--- config.mk ---
export PLATFORM = sky130hd
export DESIGN_NAME = dpfc_host
export DESIGN_NICKNAME = d
export VERILOG_FILES = /design/src/logic/dpfc_pkg.sv /design/src/logic/dpfc_host.sv /design/src/logic/dpfc_bus_cycle.sv
export SDC_FILE = /design/constraint.sdc
export NUM_CORES = 1
export LEC_CHECK = 0
export ABC_CLOCK_PERIOD_IN_PS = 3100
export BUFFER_PORTS_ARGS = -buffer_cell sky130_fd_sc_hd__buf_2
export CAP_MARGIN = 20
export CORE_MARGIN = 2
export CORE_UTILIZATION = 50
export CTS_CLUSTER_SIZE = 20
export DETAILED_ROUTE_END_ITERATION = 8
export PLACE_DENSITY = 0.77
export SYNTH_ARGS = -nofsm -noshare
export SYNTH_HDL_FRONTEND = slang
export SYNTH_SLANG_ARGS = --single-unit
--- constraint.sdc ---
create_clock -name clk -period 3.1 [get_ports clk]
set_clock_uncertainty 0.2 [all_clocks]
set_input_delay 0.31 -clock clk [delete_from_list [all_inputs] [get_ports clk]]
set_output_delay 0.31 -clock clk [all_outputs]
set_load 0.005 [all_outputs]
--- src/logic/dpfc_pkg.sv ---
// Package of pin constants, command codes and timing counts for the flash host controller.
package dpfc_pkg;

  // Clock period in nanoseconds.
  localparam int CLK_PERIOD_NS = 10;

  // Widths of the device pins.
  localparam int ADDR_W = 20;
  localparam int DATA_W = 16;

  // Unlock and command addresses and data codes.
  localparam logic [19:0] UNLOCK_ADDR_1 = 20'h0_5555;
  localparam logic [19:0] UNLOCK_ADDR_2 = 20'h0_2AAA;
  localparam logic [7:0]  CODE_UNLOCK_1 = 8'hAA;
  localparam logic [7:0]  CODE_UNLOCK_2 = 8'h55;
  localparam logic [7:0]  CODE_ERASE    = 8'h80;
  localparam logic [7:0]  CODE_CHIP     = 8'h10;
  localparam logic [7:0]  CODE_SECTOR   = 8'h30;
  localparam logic [7:0]  CODE_PROGRAM  = 8'hA0;
  localparam logic [7:0]  CODE_SUSPEND  = 8'hB0;
  localparam logic [7:0]  CODE_RESUME   = 8'h30;
  localparam logic [7:0]  CODE_BYPASS   = 8'h20;

  // Status bit positions in the read data.
  localparam int POLL_BIT   = 7;
  localparam int TOGGLE_BIT = 6;

  // Plane select address bits and the sector count.
  localparam int PLANE_LSB    = 18;
  localparam int SECTOR_COUNT = 40;

  // Bus cycle phase lengths in clocks; each phase is at least one cycle.
  localparam int SETUP_NS   = 20;
  localparam int PULSE_NS   = 40;
  localparam int HOLD_NS    = 20;
  localparam int ACCESS_NS  = 70;
  localparam int SETUP_CYC  = (SETUP_NS + CLK_PERIOD_NS - 1) / CLK_PERIOD_NS;
  localparam int PULSE_CYC  = (PULSE_NS + CLK_PERIOD_NS - 1) / CLK_PERIOD_NS;
  localparam int HOLD_CYC   = (HOLD_NS + CLK_PERIOD_NS - 1) / CLK_PERIOD_NS;
  localparam int ACCESS_CYC = (ACCESS_NS + CLK_PERIOD_NS - 1) / CLK_PERIOD_NS;

  // Reset pulse length on the device reset pin.
  localparam int RESET_PULSE_NS  = 500;
  localparam int RESET_PULSE_CYC = (RESET_PULSE_NS + CLK_PERIOD_NS - 1) / CLK_PERIOD_NS;

  // Host commands.
  typedef enum logic [2:0] {
    DPFC_OP_READ,
    DPFC_OP_PROGRAM,
    DPFC_OP_CHIP_ERASE,
    DPFC_OP_SECTOR_ERASE,
    DPFC_OP_SUSPEND,
    DPFC_OP_RESUME,
    DPFC_OP_BYPASS,
    DPFC_OP_RESET
  } dpfc_op_t;

endpackage : dpfc_pkg

--- src/logic/dpfc_host.sv ---
// Host controller that drives a dual-plane parallel flash through its pins.
// Function
// Device starts in read mode; only written sequences change its mode.
// Device has two planes; plane chosen by the top address bits.
// Reads to the idle plane may proceed during a program or erase.
// Erase suspend holds an erase; other sectors then readable or programmable.
// Completion seen by ready pin, polling bit and toggle bit.
// After the six-cycle bypass unlock each single write programs one location.
// Bypass mode lasts until power off or a reset pulse.
// In bypass mode erase and suspend cycles program data; host refuses them.
// Width pin high selects word mode with sixteen data lines.
// Width pin low: byte mode, line 15 becomes the low byte address.
// Read: chip select and output enable low, write strobe high.
// Device data lines float whenever chip select or output enable is high.
// Write: strobe low with chip select low and output enable high.
// Command decoding ignores data lines 8 to 15.
// Reset low aborts the operation; afterwards the device is in read mode.
// High-voltage reset level lets locked sectors be altered.
// Erase sets bits to one; program only clears bits.
// Chip erase is six cycles, self-timed, then back to read mode.
// Chip erase skips locked sectors.
// Sector erase: sixth cycle carries sector address and code 30.
// Erasing a locked sector changes nothing and ends within 2 us.
// Program is four cycles; commands during programming are ignored.
// Polling: bit 7 complemented during program, zero during erase.
// Toggle bit 6 alternates on successive reads during an operation.
// Erase sequences begin with the five unlock writes.
// A mismatched cycle discards the partial sequence.
`timescale 1ns/1ns
module dpfc_host
  import dpfc_pkg::*;
(
  input  wire logic              clk,
  input  wire logic              rst,
  input  wire logic              cmd_valid,
  output logic                   cmd_ready,
  input  wire dpfc_op_t          cmd_op,
  input  wire logic [ADDR_W-1:0] cmd_addr,
  input  wire logic [DATA_W-1:0] cmd_data,
  input  wire logic              word_mode,
  output logic                   rsp_valid,
  output logic [DATA_W-1:0]      rsp_data,
  output logic                   rsp_error,
  output logic                   bypass_active,
  output logic                   erase_suspended,
  output logic [ADDR_W-1:0]      flash_addr,
  output logic [DATA_W-1:0]      flash_dq_out,
  output logic [DATA_W-1:0]      flash_dq_oe,
  input  wire logic [DATA_W-1:0] flash_dq_in,
  output logic                   flash_ce_n,
  output logic                   flash_oe_n,
  output logic                   flash_we_n,
  output logic                   flash_reset_n,
  output logic                   flash_byte,
  input  wire logic              flash_ready
);

  typedef enum logic [2:0] {
    DPFC_IDLE, DPFC_SEQ, DPFC_POLL, DPFC_POLL_CHECK, DPFC_RESET_PULSE, DPFC_RESP
  } dpfc_state_t;

  dpfc_state_t       state;
  dpfc_op_t          op;
  logic [ADDR_W-1:0] addr;
  logic [DATA_W-1:0] data;
  logic [2:0]        step;
  logic [8:0]        rcnt;
  logic              first_poll;
  logic              last_toggle;
  logic              bc_start;
  logic              bc_write;
  logic              bc_done;
  logic              bc_oe;
  logic [DATA_W-1:0] bc_rdata;
  logic [ADDR_W-1:0] bc_addr;
  logic [DATA_W-1:0] bc_wdata;

  // Unlock prefix address and data for a command cycle; low byte only carries the code.
  function automatic logic [ADDR_W+7:0] seq_cycle(input dpfc_op_t o, input logic [2:0] s,
                                                  input logic [ADDR_W-1:0] a);
    logic [ADDR_W-1:0] ua;
    logic [7:0]        ud;
    ua = (s == 3'd1 || s == 3'd4) ? UNLOCK_ADDR_2 : UNLOCK_ADDR_1;
    ud = (s == 3'd1 || s == 3'd4) ? CODE_UNLOCK_2 : (s == 3'd2) ? CODE_ERASE : CODE_UNLOCK_1;
    unique case (o)
      DPFC_OP_PROGRAM:      if (s == 3'd2) ud = CODE_PROGRAM;
      DPFC_OP_BYPASS:       if (s == 3'd5) ud = CODE_BYPASS;   // Same prefix as the erases.
      DPFC_OP_SECTOR_ERASE: if (s == 3'd5) begin ua = a; ud = CODE_SECTOR; end
      DPFC_OP_CHIP_ERASE:   if (s == 3'd5) ud = CODE_CHIP;
      DPFC_OP_SUSPEND:      begin ua = a; ud = CODE_SUSPEND; end
      DPFC_OP_RESUME:       begin ua = a; ud = CODE_RESUME; end
      default:              ua = a;
    endcase
    return {ua, ud};
  endfunction : seq_cycle

  // Cycles per command: erases and bypass unlock take six, program four, or one in bypass mode.
  function automatic logic [2:0] seq_len(input dpfc_op_t o, input logic byp);
    unique case (o)
      DPFC_OP_PROGRAM:      seq_len = byp ? 3'd0 : 3'd3;   // Bypass: single pulse only.
      DPFC_OP_CHIP_ERASE,
      DPFC_OP_SECTOR_ERASE,
      DPFC_OP_BYPASS:       seq_len = 3'd5;
      default:              seq_len = 3'd0;
    endcase
  endfunction : seq_len

  wire [ADDR_W+7:0] cyc       = seq_cycle(op, step, addr);
  wire              is_data   = (op == DPFC_OP_PROGRAM) && (step == seq_len(op, bypass_active));
  wire              is_read   = (op == DPFC_OP_READ);
  wire              waits     = (op == DPFC_OP_PROGRAM) || (op == DPFC_OP_CHIP_ERASE)
                                || (op == DPFC_OP_SECTOR_ERASE);
  // In bypass mode an erase or suspend write would program data, so refuse it.
  wire              refused   = bypass_active && (cmd_op == DPFC_OP_CHIP_ERASE
                                || cmd_op == DPFC_OP_SECTOR_ERASE || cmd_op == DPFC_OP_SUSPEND
                                || cmd_op == DPFC_OP_RESUME || cmd_op == DPFC_OP_BYPASS);
  wire              poll_done = !first_poll && (bc_rdata[TOGGLE_BIT] == last_toggle)
                                && flash_ready;
  wire              poll_fail = (op == DPFC_OP_PROGRAM)
                                && (bc_rdata[POLL_BIT] != data[POLL_BIT]);

  assign cmd_ready = (state == DPFC_IDLE);
  assign bc_addr   = is_read || is_data || state == DPFC_POLL ? addr : cyc[ADDR_W+7:8];
  // Reads carry the byte select in bit 15, so byte-mode reads reach either half of a word.
  assign bc_wdata  = (is_data || is_read) ? data : {8'h00, cyc[7:0]};
  // Byte mode: line 15 is the low byte address for every cycle, reads and polls too,
  // because a floating select would let the device pick a byte on its own.
  wire byte_sel_drive = !word_mode && !flash_ce_n;
  assign flash_dq_oe = bc_oe          ? (word_mode ? 16'hFFFF : 16'h80FF) :
                       byte_sel_drive ? 16'h8000 : 16'h0000;
  assign flash_byte  = word_mode;

  dpfc_bus_cycle u_bus (
    .clk      (clk),
    .rst      (rst),
    .start    (bc_start),
    .write    (bc_write),
    .addr     (bc_addr),
    .wdata    (bc_wdata),
    .dq_in    (flash_dq_in),
    .busy     (),
    .done     (bc_done),
    .rdata    (bc_rdata),
    .pin_addr (flash_addr),
    .dq_out   (flash_dq_out),
    .dq_oe    (bc_oe),
    .ce_n     (flash_ce_n),
    .oe_n     (flash_oe_n),
    .we_n     (flash_we_n)
  );

  // Sequencer: issues the command cycles, then polls the device until a program or erase finishes.
  always_ff @(posedge clk) begin
    bc_start  <= 1'b0;
    rsp_valid <= 1'b0;
    if (rst) begin
      state           <= DPFC_IDLE;                  // Device begins in read mode.
      op              <= DPFC_OP_READ;
      addr            <= 20'h0_0000;
      data            <= 16'h0000;
      step            <= 3'h0;
      rcnt            <= 9'h000;
      first_poll      <= 1'b1;
      last_toggle     <= 1'b0;
      bc_write        <= 1'b0;
      rsp_data        <= 16'h0000;
      rsp_error       <= 1'b0;
      bypass_active   <= 1'b0;
      erase_suspended <= 1'b0;
      flash_reset_n   <= 1'b0;
    end else begin
      flash_reset_n <= 1'b1;
      unique case (state)
        DPFC_IDLE: if (cmd_valid) begin
          op    <= cmd_op;
          addr  <= cmd_addr;
          data  <= cmd_data;
          step  <= 3'h0;
          if (refused) begin
            rsp_error <= 1'b1;
            state     <= DPFC_RESP;
          end else if (cmd_op == DPFC_OP_RESET) begin
            flash_reset_n <= 1'b0;                   // Abort and leave bypass mode.
            rsp_error     <= 1'b0;
            rcnt          <= 9'(RESET_PULSE_CYC);
            state         <= DPFC_RESET_PULSE;
          end else begin
            rsp_error <= 1'b0;
            bc_write  <= (cmd_op != DPFC_OP_READ);
            bc_start  <= 1'b1;
            state     <= DPFC_SEQ;
          end
        end
        DPFC_SEQ: if (bc_done) begin
          if (step != seq_len(op, bypass_active)) begin
            step     <= step + 3'h1;                 // Next cycle of the sequence.
            bc_start <= 1'b1;
          end else if (is_read) begin
            rsp_data <= bc_rdata;
            state    <= DPFC_RESP;
          end else begin
            if (op == DPFC_OP_BYPASS) bypass_active <= 1'b1;
            if (op == DPFC_OP_SUSPEND) erase_suspended <= 1'b1;
            if (op == DPFC_OP_RESUME) erase_suspended <= 1'b0;
            first_poll <= 1'b1;
            bc_write   <= 1'b0;
            bc_start   <= waits;
            state      <= waits ? DPFC_POLL : DPFC_RESP;
          end
        end
        DPFC_POLL: if (bc_done) state <= DPFC_POLL_CHECK;
        DPFC_POLL_CHECK: begin
          first_poll  <= 1'b0;
          last_toggle <= bc_rdata[TOGGLE_BIT];
          if (poll_done) begin
            rsp_data  <= bc_rdata;
            rsp_error <= poll_fail;
            state     <= DPFC_RESP;
          end else begin
            bc_start <= 1'b1;                        // Toggle reads go to the busy plane.
            state    <= DPFC_POLL;
          end
        end
        DPFC_RESET_PULSE: begin
          flash_reset_n <= (rcnt == 9'h001);
          rcnt          <= rcnt - 9'h001;
          if (rcnt == 9'h001) begin
            bypass_active   <= 1'b0;
            erase_suspended <= 1'b0;
            state           <= DPFC_RESP;
          end
        end
        DPFC_RESP: begin
          rsp_valid <= 1'b1;
          state     <= DPFC_IDLE;
        end
      endcase
    end
  end

  // A refused command never reaches the pins and always answers with an error.
  refuse_no_cycle_a: assert property (@(posedge clk) disable iff (rst)
    (cmd_valid && cmd_ready && refused) |=> (state == DPFC_RESP) ##1 (rsp_valid && rsp_error))
    else $error("bypass refusal not answered");
  reset_pulse_a: assert property (@(posedge clk) disable iff (rst)
    $fell(flash_reset_n) |-> !flash_reset_n [*8]) else $error("reset pulse too short");
  bypass_clear_a: assert property (@(posedge clk) disable iff (rst)
    $rose(flash_reset_n) |=> !bypass_active) else $error("bypass survives reset");
  byte_lanes_a: assert property (@(posedge clk) disable iff (rst)
    !word_mode |-> flash_dq_oe[14:8] == 7'h00) else $error("upper lines driven");
  poll_ready_a: assert property (@(posedge clk) disable iff (rst)
    (state == DPFC_POLL_CHECK && !flash_ready) |=> state == DPFC_POLL)
    else $error("finished while busy");

endmodule : dpfc_host

--- src/logic/dpfc_bus_cycle.sv ---
// One asynchronous bus cycle (read or write) on the flash pins, timed in clocks.
`timescale 1ns/1ns
module dpfc_bus_cycle
  import dpfc_pkg::*;
(
  input  wire logic              clk,
  input  wire logic              rst,
  input  wire logic              start,
  input  wire logic              write,
  input  wire logic [ADDR_W-1:0] addr,
  input  wire logic [DATA_W-1:0] wdata,
  input  wire logic [DATA_W-1:0] dq_in,
  output logic                   busy,
  output logic                   done,
  output logic [DATA_W-1:0]      rdata,
  output logic [ADDR_W-1:0]      pin_addr,
  output logic [DATA_W-1:0]      dq_out,
  output logic                   dq_oe,
  output logic                   ce_n,
  output logic                   oe_n,
  output logic                   we_n
);

  typedef enum logic [1:0] {DPFC_BC_IDLE, DPFC_BC_SETUP, DPFC_BC_PULSE, DPFC_BC_HOLD} dpfc_bc_t;

  dpfc_bc_t   state;
  logic [3:0] cnt;
  logic       is_write;

  // Phase lengths: reads stretch the strobe to cover the access time.
  wire [3:0] pulse_len = is_write ? 4'(PULSE_CYC) : 4'(ACCESS_CYC);
  wire       last     = (cnt == 4'h1);

  assign busy = (state != DPFC_BC_IDLE);

  // Write: address and chip select settle, then WE pulses low while OE stays high.
  always_ff @(posedge clk) begin
    done <= 1'b0;
    if (rst) begin
      state    <= DPFC_BC_IDLE;
      cnt      <= 4'h0;
      is_write <= 1'b0;
      rdata    <= 16'h0000;
      pin_addr <= 20'h0_0000;
      dq_out   <= 16'h0000;
      dq_oe    <= 1'b0;
      ce_n     <= 1'b1;
      oe_n     <= 1'b1;
      we_n     <= 1'b1;
    end else begin
      cnt <= last ? 4'h0 : cnt - 4'h1;
      unique case (state)
        DPFC_BC_IDLE: if (start) begin
          state    <= DPFC_BC_SETUP;
          cnt      <= 4'(SETUP_CYC);
          is_write <= write;
          pin_addr <= addr;
          dq_out   <= wdata;
          dq_oe    <= write;
          ce_n     <= 1'b0;
        end
        DPFC_BC_SETUP: if (last) begin
          state <= DPFC_BC_PULSE;
          cnt   <= pulse_len;
          we_n  <= ~is_write;
          oe_n  <= is_write;                        // Read strobe only when not writing.
        end
        DPFC_BC_PULSE: if (last) begin
          state <= DPFC_BC_HOLD;
          cnt   <= 4'(HOLD_CYC);
          we_n  <= 1'b1;                            // Device latches data on this rise.
          oe_n  <= 1'b1;
          if (!is_write) rdata <= dq_in;
        end
        DPFC_BC_HOLD: if (last) begin
          state <= DPFC_BC_IDLE;
          ce_n  <= 1'b1;
          dq_oe <= 1'b0;
          done  <= 1'b1;
        end
      endcase
    end
  end

  // Never drive the data lines while the device may be driving them.
  no_contention_a: assert property (@(posedge clk) disable iff (rst)
    !(dq_oe && !oe_n)) else $error("data driven while output enable low");
  write_strobe_a: assert property (@(posedge clk) disable iff (rst)
    !we_n |-> (!ce_n && oe_n)) else $error("write pulse without chip select");

endmodule : dpfc_bus_cycle

# Word level (Yosys, flattened, before mapping)
# Cells that the tools add are included.
[totals]
out_inout_bits = 78
reg_bits = 143
[classes]
eq_ne = 48
add_sub_neg = 3
bitwise = 2
muxes = 105
reduce_logical = 47
[op_table]
columns = ["cell", "count"]
rows = [
  ["16-bit two-way mux", 7],
  ["3-bit two-way mux", 16],
  ["8-bit one-hot mux with 6 select lines", 1],
  ["20-bit two-way mux", 2],
  ["8-bit two-way mux", 5],
  ["20-bit one-hot mux with 2 select lines", 1],
  ["1-bit two-way mux", 39],
  ["3-bit == test, second input constant", 11],
  ["16-bit one-hot mux with 2 select lines", 1],
  ["15-bit two-way mux", 2],
  ["9-bit two-way mux", 3],
  ["2-bit != test, second input constant", 11],
  ["3-bit by 2-bit == test with 1-bit output, second input constant", 7],
  ["1-bit one-hot mux with 2 select lines", 10],
  ["3-bit one-hot mux with 6 select lines", 1],
  ["9-bit one-hot mux with 2 select lines", 1],
  ["4-bit two-way mux", 4],
  ["4-bit AND reduction", 4],
  ["2-bit nonzero test", 7],
  ["2-bit two-way mux", 6],
  ["2-bit by 1-bit != test with 1-bit output, second input constant", 6],
  ["3-bit one-hot mux with 2 select lines", 2],
  ["4-bit one-hot mux with 3 select lines", 1],
  ["3-bit AND reduction", 4],
  ["other kinds (29)", 53],
]

# Depth between registers and ports, before layout
# Gate-level depths: netlist (run 1).
[logic_depth]
ltp_word = 10
depth_mapped = 10

# Hierarchy
# From an unflattened synthesis (run 1), not the netlist that was laid out.
[hier_totals]
hier_cells = 922
hier_area_um2 = 7073.0
[modules_own_cells]
columns = ["module", "cells_each", "seq_area_each_um2", "instances", "area_each_um2"]
rows = [
  ["dpfc_host", 616, 1581.5, 1, 4621.9],
  ["dpfc_bus_cycle", 306, 1281.2, 1, 2451.1],
]

# Worst setup path after synthesis (run 1)
# OpenSTA, ideal clock, no wires.
[synth_timing]
path_type = "register to register"
from = "register op[2]"
to = "register u_bus.dq_out[4]"
arrival_ps = 2248
t_required_ps = 2770
path_slack_ps = 522
stages_incl_launch_ff = 11
period_less_slack_ps = 2578
cell_sequence = "dfxtp_1 -> clkbuf_1 -> inv_1 -> ha_1 -> o21ba_2 -> a2111oi_0 -> o21ai_1 -> o21ai_2 -> buf_4 -> mux2i_1 -> o31ai_1"
[synth_between]
elab_chain_cells = 7
[synth_rtl]
columns = ["element", "line_no", "text"]
rows = [
  ["start, declared", "dpfc_host.sv:63", "dpfc_op_t op;"],
  ["start signal, assigned", "dpfc_host.sv:175", "op <= cmd_op;"],
  ["3-bit by 2-bit == test with 1-bit output or 3-bit == test (tied branches)", "dpfc_host.sv:85, dpfc_host.sv:99", ""],
  ["3-bit OR reduction", "dpfc_host.sv:99", "unique case (o)"],
  ["3-bit one-hot mux with 2 select lines", "dpfc_host.sv:99", ""],
  ["3-bit == test", "dpfc_host.sv:109", "wire is_data = (op == DPFC_OP_PROGRAM) && (step == seq_len(op, bypass_active));"],
  ["1-bit logical AND", "dpfc_host.sv:109", ""],
  ["1-bit logical OR", "dpfc_host.sv:125", "assign bc_wdata = (is_data || is_read) ? data : {8'h00, cyc[7:0]};"],
  ["16-bit two-way mux *", "dpfc_host.sv:125", ""],
  ["end signal, assigned", "dpfc_bus_cycle.sv:58", "dq_out <= wdata;"],
  ["end, declared", "dpfc_bus_cycle.sv:17", "output logic [DATA_W-1:0] dq_out,"],
]
# Mark *: on every way between the ends. The rest lies on a longest branch, timed or not.
# A chain may end at the register's enable or synchronous reset.

# Worst setup path after layout (run 1)
[layout_timing]
from = "register op[1]"
to = "register rsp_data[6]"
[layout_between]
elab_chain_cells = 9
[layout_rtl]
columns = ["element", "line_no", "text"]
rows = [
  ["3-bit by 2-bit == test with 1-bit output or 3-bit == test (tied branches)", "dpfc_host.sv:99", ""],
  ["3-bit OR reduction", "dpfc_host.sv:99", ""],
  ["3-bit one-hot mux with 2 select lines", "dpfc_host.sv:99", ""],
  ["3-bit two-way mux", "dpfc_host.sv:194", "DPFC_SEQ: if (bc_done) begin"],
  ["3-bit two-way mux", "dpfc_host.sv:173", "unique case (state)"],
  ["3-bit two-way mux", "dpfc_host.sv:156", "if (rst) begin"],
  ["3-bit != test", "dpfc_host.sv:195", "if (step != seq_len(op, bypass_active)) begin"],
  ["2-bit != test (no source line)", "n/a", ""],
  ["5-bit AND reduction (no source line) *", "n/a", ""],
  ["end signal, assigned", "dpfc_host.sv:199", "rsp_data <= bc_rdata;"],
  ["end signal, assigned", "dpfc_host.sv:216", "rsp_data <= bc_rdata;"],
  ["end, declared", "dpfc_host.sv:42", "output logic [DATA_W-1:0] rsp_data,"],
]
# Mark *: on every way between the ends. The rest lies on a longest branch, timed or not. The select of a mux whose other input is x is not followed.

==> results of run 1 <==
## sequential cells by signal, summed over array words and instances, names as in the netlist, 2 cells and up
register	flops
addr	20
data	16
op	3
rcnt	9
rsp_data	16
state	3
step	3
u_bus.cnt	4
u_bus.dq_out	16
u_bus.pin_addr	20
u_bus.rdata	16
u_bus.state	2
## Yosys cell counts (6+ instances only)
master,number
sky130_fd_sc_hd__a21oi_1,102
sky130_fd_sc_hd__a311oi_1,10
sky130_fd_sc_hd__a31oi_2,7
sky130_fd_sc_hd__and2_1,6
sky130_fd_sc_hd__buf_4,17
sky130_fd_sc_hd__clkbuf_1,43
sky130_fd_sc_hd__dfxtp_1,143
sky130_fd_sc_hd__ha_1,14
sky130_fd_sc_hd__inv_1,17
sky130_fd_sc_hd__mux2i_1,22
sky130_fd_sc_hd__nand2_1,213
sky130_fd_sc_hd__nand3_1,26
sky130_fd_sc_hd__nor2_1,32
sky130_fd_sc_hd__nor2b_1,6
sky130_fd_sc_hd__nor3_1,23
sky130_fd_sc_hd__o21ai_0,26
sky130_fd_sc_hd__xnor2_1,7
sky130_fd_sc_hd__xor2_1,6
## what timing repair did
item | CTS | global route
hold buffers | 55 | 0
endpoints found under the hold margin | 55 | 0
endpoints found under the setup margin | 0 | 0
## layout by cell type (no fill, tap or decap), drive strengths merged, types with 4 or more instances in the layout
master       instances
nand2              213
buf                155
dfxtp              143
a21oi              102
dlygate4sd3         55
nor2                32
o21ai               29
nand3               26
nor3                24
mux2i               22
clkbuf              21
inv                 19
ha                  14
a31oi               12
a311oi              10
xnor2                9
and2                 7
xor2                 6
nor2b                6
clkinv               6
nand2b               5
o211ai               5
or3                  4
o22ai                4
nor3b                4
and3                 4
or2                  4
## cells by family (layout without fill, tap and decap cells)
kind of cell             count (synthesis)  in the layout  synth area share
multiplexers                            23             23            0.0352
XOR/XNOR                                15             15            0.0222
buffers and inverters                   87            260            0.0624
AO/OA/AOI/OAI                          197            197             0.190
flip-flops                             143            143             0.435
other                                    0              1                 0
adder cells (fa/ha/maj)                 14             14            0.0266
AND/OR/NAND/NOR                        344            344             0.229
## layer usage
layer | wire length (um) | vias up
li1 | - | 3133
met4 | 556 | 0
met1 | 7420 | 2930
met3 | 1220 | 49
met2 | 8370 | 260
met5 | 0 | -
## power by group
group	internal, mW	switching, mW
sequential	2.07	0.193
clock	1.26	0.805
combinational	0.673	1.03
## metrics by stage
step	cells	hold slack, ns	util	area (sq um)	worst slack [ns]
after floorplan	823	0.232	-	6580	0.522
after global placement	1081	0.237	0.572	7280	0.587
after detailed placement	1081	0.243	0.572	7280	0.519
after CTS	1168	0.0662	0.663	8430	0.471
after global routing	1169	0.0967	0.663	8440	0.262
final	1169	0.0732	0.663	8440	0.472
## cell type report
class | count | area [sq um]
diodes | 1 | 2.50
clock buffers | 21 | 470
clock inverters | 11 | 131
fillers | 1064 | 4290
inverters | 18 | 67.6
multi-input cells | 593 | 3310
flip-flops and latches | 143 | 2860
well taps | 172 | 215
repair buffers | 210 | 1370
## path summary, 6_finish.rpt
path         startpoint     endpoint  slack, ns  cells after the start
max               op[1]  rsp_data[6]       0.47                      8
min                 rst      rcnt[0]       0.07                      2
max reg2reg       op[1]  rsp_data[6]       0.47                      8
min reg2reg     data[5]      data[5]       0.25                      2
==> flow_summary.json, run 1 <==
{
  "global_route.usage.met1": 0.314,
  "power-per-cell-area_mw_per_mm2": 715,
  "hold_viol": 0,
  "core-area_sq_mm": 0.0127,
  "placement_row_count": 41,
  "drive_gt1_frac": 0.209,
  "rsz_0062_raised_after_global_routing": "false",
  "grt_first_pass_wirelength_um": 29000,
  "post_synth_instance_area_sq_mm": 0.00658,
  "post_cts_resized": 0,
  "globalRouteTotalUtil": 0.254,
  "syn_avg_cell_area_sq_um": 8.00,
  "finish.net_count": 1057,
  "vdd_drop_max_uv": 454,
  "max_cap_viol_count": 0,
  "report.final.setup_viol": 0,
  "clock_tree_from_tritoncts": "built",
  "cts_max_level": 4,
  "numCtsBuffers": 17,
  "start_util": 0.517,
  "met3_global_route_usage": 0.0608,
  "synth_async_sr_flop_share": 0,
  "net_count_after_synthesis": 897,
  "detailedPlacementHpwl_um": 11100,
  "critical_path_required_ns": 3.25,
  "place.port_buffers": 137,
  "place.gp.congestion": 0.953,
  "min_period_ns": 2.63,
  "critical-path-slowest-cell": "sky130_fd_sc_hd__dfxtp_1",
  "worst-setup-path-type": "reg -> reg",
  "synth_ff_type": "sky130_fd_sc_hd__dfxtp_1",
  "die_w_um": 119,
  "cp.buffers_inverters": 1,
  "maximum_clock_path_buffer_count": 2,
  "grt_max_degree": 41,
  "synth_largest_type_area_fraction": 0.435,
  "cpLargestDelayFamily": "flip-flops",
  "cts.reportedPaths.clkPinSlew_ns": 0.06,
  "post_synthesis_instance_total": 823,
  "globalRouteOverflowTotal": 0,
  "synth.distinct_cells": 67,
  "synth.yosys.warnings": 0,
  "area_growth_synth_to_finish_pct": 28.2,
  "synth_area_leader_cell": "sky130_fd_sc_hd__dfxtp_1",
  "synth_enable_flop_cells": 0,
  "run_status": "completed",
  "critPathLaunchType": "register",
  "fin_crit_sh": 0.848,
  "clk-insertion-delay-late_ns": 0.43,
  "timing.critical_path.arrival_ns": 2.78,
  "clock-root-buffer": "sky130_fd_sc_hd__clkbuf_16",
  "setup_tns_ns": 0,
  "gr-max-usage-layer": "met2",
  "use_met2": 0.412,
  "io_pins": 138,
  "ys_ff_latch": 143,
  "slew-limit-headroom": 0.616,
  "initialDrtViolationCount": 479,
  "drt_pre_antenna_iters": 5,
  "design.die.area_sq_mm": 0.0141,
  "drcViolationCount": 0,
  "cts_post_setup_buffers_inserted": 0,
  "post-layout-total-power_mw": 6.03,
  "synthTopCellsByArea": "sky130_fd_sc_hd__dfxtp_1 (43%), sky130_fd_sc_hd__nand2_1 (12%), sky130_fd_sc_hd__a21oi_1 (7.8%), sky130_fd_sc_hd__mux2i_1 (3.3%), sky130_fd_sc_hd__ha_1 (2.7%)",
  "cts_sinks": 143,
  "worst_slew_pin_slew_ns": 0.574,
  "grt_antenna_before_repair": 1,
  "grt_pass1_vias": 6002,
  "finalMaxSlewViolations": 0,
  "synth.yosys.seq_area_share": 0.435,
  "wl_um": 17600,
  "routedWlPerCell_um": 15.0,
  "cp_slowest_stage_delay_ns": 0.59,
  "leakage_nw": 3.52,
  "post_drt_via_cell_ratio": 5.45,
  "detail-route-antenna-nets": 0,
  "crit_path_cell_trace": "ha_1 -> nor2_1 -> nor3_1 -> xnor2_1 -> and3_4 -> a32oi_4 -> buf_4 -> mux2i_1",
  "min-delay-path-class": "in -> reg",
  "routed-via-count": 6372,
  "setup.worst_path.end_class": "register",
  "die_height_um": 119,
  "max_clock_freq_mhz": 380,
  "crit_path_max_fanout": 16
}
No activity file was read; power rests on OpenSTA's default activity.
==> run 2: changes to the inputs <==
- ABC_CLOCK_PERIOD_IN_PS: 3100 -> 2650
- clock period: 3.1 -> 2.65 ns (I/O delays scaled with it)
==> run 2 against run 1 <==
Register-to-register slack worse by 0.34 ns. Routed wire length up 2.7%. Power up 17%. Count of clock-buffer cells in the layout increased by 2. Critical path depth unchanged. Combinational power grew 23%. Sequential share of layout area is 0.40 points lower. Non-clock buffer count is 12 higher. Sequential power grew 17%. Cell area is 1.2% higher. Via count up 1.6%. Critical path type unchanged. Highest routed layer unchanged.
==> flow_summary.json, run 2 (same netlist as run 1, synthesis figures left out) <==
{
  "run_status": "completed",
  "die_w_um": 119,
  "routedWlPerCell_um": 15.3,
  "crit_path_max_fanout": 11,
  "drt_pre_antenna_iters": 7,
  "num-fill-cells": 1045,
  "core-area_sq_mm": 0.0127,
  "worst_slew_pin_slew_ns": 0.681,
  "hold_end": "rcnt[5]",
  "global_route.usage.met1": 0.332,
  "layout_common_cells": "sky130_fd_sc_hd__nand2_1 (213), sky130_fd_sc_hd__dfxtp_1 (143), sky130_fd_sc_hd__buf_2 (136)",
  "max_cap_viol_count": 0,
  "multi_input_comb_area_sq_mm": 0.00332,
  "grt_antenna_before_repair": 0,
  "post-layout-total-power_mw": 7.03,
  "globalRouteTotalUtil": 0.262,
  "cts_max_level": 4,
  "grt_first_pass_wirelength_um": 29900,
  "rr_endpoint": "u_bus.pin_addr[9]",
  "finalMaxSlewViolations": 0,
  "power-per-cell-area_mw_per_mm2": 823,
  "power.share.switching": 0.337,
  "design.die.area_sq_mm": 0.0141,
  "power.share.sequential": 0.375,
  "setup.worst_path.end_class": "register",
  "final_core_utilization": 0.671,
  "initialDrtViolationCount": 482,
  "cts_sinks": 143,
  "power.clock.fraction": 0.324,
  "clock-root-buffer": "sky130_fd_sc_hd__clkbuf_16",
  "use_met2": 0.420,
  "critPathLaunchType": "register",
  "timing.critical_path.arrival_ns": 2.65,
  "min_period_ns": 2.52,
  "vdd_drop_max_uv": 535,
  "comb_pwr_share": 0.301,
  "place.port_buffers": 137,
  "place.gp.congestion": 0.907,
  "crit-reg2reg-launch": "op[1]",
  "max_clock_freq_mhz": 397,
  "largest_registers": "addr (20), u_bus.pin_addr (20)",
  "grt_pass1_vias": 6195,
  "numCtsBuffers": 17,
  "slew-limit-headroom": 0.543,
  "clk-insertion-delay-late_ns": 0.42,
  "drive_gt1_frac": 0.217,
  "n_antenna_cell": 0,
  "maximum_clock_path_buffer_count": 2,
  "worst-r2r-cell-count": 8,
  "area_growth_synth_to_finish_pct": 29.7,
  "timing.reg2reg.setup_slack_ns": 0.13,
  "rsz_0062_raised_after_global_routing": "true",
  "globalRouteOverflowTotal": 0,
  "most_frequent_standard_cell_in_the_layout_excluding_fill_and_tap_cells": "sky130_fd_sc_hd__nand2_1",
  "hold_viol": 0,
  "critical_path_required_ns": 2.79,
  "grt_max_degree": 55,
  "clock_tree_from_tritoncts": "built",
  "wl_um": 18000,
  "timing.hold.worst.start": "cmd_valid",
  "placement_row_count": 41,
  "drcViolationCount": 0,
  "net-switching-power_mw": 2.37,
  "post_drt_via_cell_ratio": 5.49,
  "met3_global_route_usage": 0.0608,
  "fin_crit_sh": 0.950,
  "finish.net_count": 1069,
  "min-delay-path-class": "in -> reg",
  "worstHoldPathCells": 4,
  "area.sequential_sq_mm": 0.00286,
  "leakage_nw": 3.59,
  "p_int_mw": 4.66,
  "cts.reportedPaths.clkPinSlew_ns": 0.05,
  "setup_tns_ns": 0,
  "detail-route-antenna-nets": 0,
  "gr-max-usage-layer": "met2",
  "die_height_um": 119,
  "io_pins": 138,
  "detailedPlacementHpwl_um": 11300,
  "start_util": 0.517,
  "routed-via-count": 6477,
  "report.final.setup_viol": 0,
  "worst-setup-path-type": "reg -> reg"
}
==> run 2: cell types whose count changed in the layout (fill, tap and decap cells not counted), sizes merged <==
| cell | before | now |
|---|---|---|
| inv | 19 | 18 |
| buf | 155 | 166 |
| clkinvlp | 2 | 0 |
| clkinv | 6 | 8 |
| diode | 1 | 0 |
| clkbuf | 21 | 23 |
| bufinv | 2 | 1 |
| dlygate4sd3 | 55 | 56 |
==> run 2: worst max-delay path: stages (launching register included) <==
cell and delay, ns:
sky130_fd_sc_hd__dfxtp_1 0.42, sky130_fd_sc_hd__buf_4 0.20, sky130_fd_sc_hd__nor2_1 0.09, sky130_fd_sc_hd__a211o_1 0.36
sky130_fd_sc_hd__xnor2_2 0.25, sky130_fd_sc_hd__o21ai_2 0.13, sky130_fd_sc_hd__buf_4 0.15, sky130_fd_sc_hd__or3_4 0.45
sky130_fd_sc_hd__a31oi_2 0.17
==> run 2: cell type report <==
class,instances,share of cell area
sequential,143,0.335
clock buffer,23,0.0572
multi-input combinational,593,0.389
inverter,18,0.00791
clock inverter,9,0.00953
tap,172,0.0252
timing repair buffer,222,0.176
==> run 2: power groups by stage <==
stage                     registers, mW  logic (mW)  clock network [mW]
after floorplan                    2.61        1.46                   0
after global placement             2.67        1.96                   0
after detailed placement           2.67        1.99                   0
after CTS                          2.63        2.08                2.30
after global routing               2.67        2.36                2.39
final                              2.64        2.11                2.28
==> run 2: what timing repair did <==
item / 4_1_cts / 5_1_grt
endpoints found under the setup margin: 0 / 13
endpoints found under the hold margin: 66 / 0
setup buffers: 0 / 1
gates resized for setup: 0 / 2
hold buffers: 56 / 0
==> run 2: how the worst max path moves through the flow <==
stage                from                 end  slack [ns]  cells past startpoint
floorplan           op[2]     u_bus.dq_out[4]        0.07                     10
global placement    op[1]   u_bus.pin_addr[1]        0.24                      7
detailed placement  op[1]   u_bus.pin_addr[9]        0.19                      7
CTS                 op[1]   u_bus.pin_addr[9]        0.13                      7
global route        op[2]  u_bus.pin_addr[15]       -0.02                      8
finish              op[1]   u_bus.pin_addr[9]        0.13                      8
==> run 2: metrics by stage <==
step	hold WS [ns]	std cells	instance area, sq um	setup slack, ns
global placement	0.238	1091	7390	0.239
finish	0.157	1180	8540	0.132
floorplan	0.201	823	6580	0.0720
detailed placement	0.244	1091	7390	0.189
CTS	0.153	1179	8520	0.129
global route	0.181	1180	8540	-0.0163
==> run 2: layer usage <==
| metal | part of all wire | vias to the layer above |
|---|---|---|
| met5 | 0 | - |
| met4 | 0.034 | 0 |
| met3 | 0.067 | 60 |
| met2 | 0.49 | 285 |
| met1 | 0.41 | 2973 |
| li1 | - | 3159 |
==> run 3: changes to the inputs <==
- BUFFER_PORTS_ARGS: -buffer_cell sky130_fd_sc_hd__buf_2 -> -buffer_cell sky130_fd_sc_hd__clkbuf_2
- SLEW_MARGIN: not set -> 30
==> run 3 against run 2 <==
Non-clock buffer count stayed put. Register-to-register slack gained 0.06 ns. Cell area down 0.31%. Worst setup slack better by 0.062 ns. Power down 1.3%. Combinational power is essentially flat. Maximum frequency is 2.5% higher. Sequential cell count is the same. Critical path depth rose by 1. Die area unchanged. First-iteration DRC count grew 15%. Largest power group unchanged.
==> flow_summary.json, run 3 (same netlist as run 1, synthesis figures left out) <==
{
  "run_status": "completed",
  "finalMaxSlewViolations": 0,
  "routedWlPerCell_um": 15.0,
  "maximum_clock_path_buffer_count": 2,
  "grt_pass1_vias": 6003,
  "cts_max_level": 4,
  "timing.hold.worst.start": "cmd_valid",
  "num-fill-cells": 1019,
  "placement_row_count": 41,
  "largest_registers": "addr (20), u_bus.pin_addr (20)",
  "max_clock_freq_mhz": 407,
  "n_antenna_cell": 0,
  "power.clock.fraction": 0.317,
  "leakage_nw": 3.52,
  "die_height_um": 119,
  "p_int_mw": 4.59,
  "report.final.setup_viol": 0,
  "setup_tns_ns": 0,
  "final_core_utilization": 0.669,
  "globalRouteTotalUtil": 0.252,
  "layout_common_cells": "sky130_fd_sc_hd__nand2_1 (213), sky130_fd_sc_hd__dfxtp_1 (143), sky130_fd_sc_hd__clkbuf_2 (136)",
  "finish.net_count": 1069,
  "numCtsBuffers": 17,
  "cp_slowest_stage_delay_ns": 0.37,
  "area.sequential_sq_mm": 0.00286,
  "critPathLaunchType": "register",
  "start_util": 0.517,
  "cts.reportedPaths.clkPinSlew_ns": 0.06,
  "core-area_sq_mm": 0.0127,
  "detail-route-antenna-nets": 0,
  "io_pins": 138,
  "post_drt_via_cell_ratio": 5.45,
  "grt_antenna_before_repair": 0,
  "rsz_0062_raised_after_global_routing": "false",
  "setup.worst_path.end_class": "register",
  "initialDrtViolationCount": 554,
  "comb_pwr_share": 0.305,
  "area_growth_synth_to_finish_pct": 29.3,
  "critical_path_required_ns": 2.74,
  "hold_end": "rcnt[5]",
  "grt_first_pass_wirelength_um": 28800,
  "die_w_um": 119,
  "power-per-cell-area_mw_per_mm2": 815,
  "clock-root-buffer": "sky130_fd_sc_hd__clkbuf_16",
  "place.port_buffers": 137,
  "routed-via-count": 6427,
  "rr_endpoint": "u_bus.dq_out[4]",
  "multi_input_comb_area_sq_mm": 0.00332,
  "timing.reg2reg.setup_slack_ns": 0.19,
  "drt_pre_antenna_iters": 5,
  "drive_gt1_frac": 0.214,
  "final_design_instance_area_without_fill_sq_mm": 0.00851,
  "wl_um": 17700,
  "min_period_ns": 2.46,
  "timing.critical_path.arrival_ns": 2.54,
  "design.die.area_sq_mm": 0.0141,
  "worst-r2r-cell-count": 9,
  "place.gp.congestion": 0.937,
  "net-switching-power_mw": 2.35,
  "cts_sinks": 143,
  "critical-path-slowest-cell": "sky130_fd_sc_hd__a2111oi_0",
  "grt_max_degree": 57,
  "clk-insertion-delay-late_ns": 0.42,
  "place_area_sq_mm": 0.00740,
  "crit-reg2reg-launch": "op[2]",
  "max_cap_viol_count": 0,
  "clock_tree_from_tritoncts": "built",
  "crit_path_cell_trace": "inv_1 -> ha_1 -> o21ba_2 -> a2111oi_0 -> o21ai_1 -> o21ai_2 -> buf_12 -> mux2i_1 -> o31ai_1",
  "most_frequent_standard_cell_in_the_layout_excluding_fill_and_tap_cells": "sky130_fd_sc_hd__nand2_1",
  "worst-setup-path-type": "reg -> reg",
  "worst_slew_pin_slew_ns": 0.739,
  "power.share.sequential": 0.378,
  "vdd_drop_max_uv": 587,
  "detailedPlacementHpwl_um": 11200,
  "power.share.switching": 0.339,
  "fin_crit_sh": 0.927,
  "hold_viol": 0,
  "post-layout-total-power_mw": 6.94,
  "min-delay-path-class": "in -> reg",
  "worstHoldPathCells": 4,
  "drcViolationCount": 0,
  "globalRouteOverflowTotal": 0,
  "cts_post_setup_buffers_inserted": 0,
  "crit_path_max_fanout": 20,
  "slew-limit-headroom": 0.506
}
run 3: layout make-up:
| type | instances | area share |
|---|---|---|
| Sequential cell | 143 | 0.336 |
| Clock buffer | 23 | 0.0538 |
| Clock inverter | 9 | 0.0101 |
| Timing Repair Buffer | 222 | 0.177 |
| Multi-Input combinational cell | 593 | 0.390 |
| Tap cell | 172 | 0.0253 |
| Inverter | 18 | 0.00794 |
run 3: per-layer routing:
layer / wire length [um] / share of wire / global-route usage / up-vias
met5: 0 / 0 / 0 / -
met4: 522 / 0.030 / 0.106 / 0
met3: 1390 / 0.079 / 0.0700 / 48
met2: 8420 / 0.48 / 0.405 / 288
met1: 7330 / 0.41 / 0.317 / 2919
li1: - / - / - / 3172
run 3: worst max path at each step:
| stage | startpoint | endpoint | slack, ns | cells past startpoint |
|---|---|---|---|---|
| 4_1_cts | op[1] | u_bus.pin_addr[7] | 0.17 | 7 |
| 2_1_floorplan | op[2] | u_bus.dq_out[4] | 0.07 | 10 |
| 5_1_grt | op[2] | u_bus.dq_out[4] | 0.02 | 9 |
| 3_3_place_gp | op[2] | u_bus.pin_addr[1] | 0.25 | 8 |
| 3_5_place_dp | op[2] | u_bus.pin_addr[7] | 0.18 | 8 |
| 6_report | op[2] | u_bus.dq_out[4] | 0.19 | 9 |
run 3: per-stage QoR:
stage / instances / setup WS, ns / hold slack (ns)
global route: 1180 / 0.0232 / 0.188
floorplan: 823 / 0.0720 / 0.201
CTS: 1180 / 0.170 / 0.150
finish: 1180 / 0.194 / 0.174
detailed placement: 1092 / 0.178 / 0.243
global placement: 1092 / 0.246 / 0.238
run 3: power by group through the flow:
stage / sequential [mW] / combinational (mW) / clock (mW)
3_5_place_dp: 2.66 / 2.01 / 0
5_1_grt: 2.66 / 2.36 / 2.31
3_3_place_gp: 2.66 / 1.98 / 0
6_report: 2.62 / 2.12 / 2.20
2_1_floorplan: 2.61 / 1.46 / 0
4_1_cts: 2.62 / 2.09 / 2.22
run 3: timing repair:
action | in CTS | in global routing
hold endpoints to repair | 56 | 0
hold buffers | 56 | 0
endpoints found under the setup margin | 0 | 3
resized for setup | 0 | 1
run 3: worst max-delay path, delay by kind of cell (launching register included):
family,cells,cell delay [ns]
buffers and inverters,2,0.27
AO/OA/AOI/OAI,5,1.11
adder cells (fa/ha/maj),1,0.20
flip-flops,1,0.33
multiplexers,1,0.21
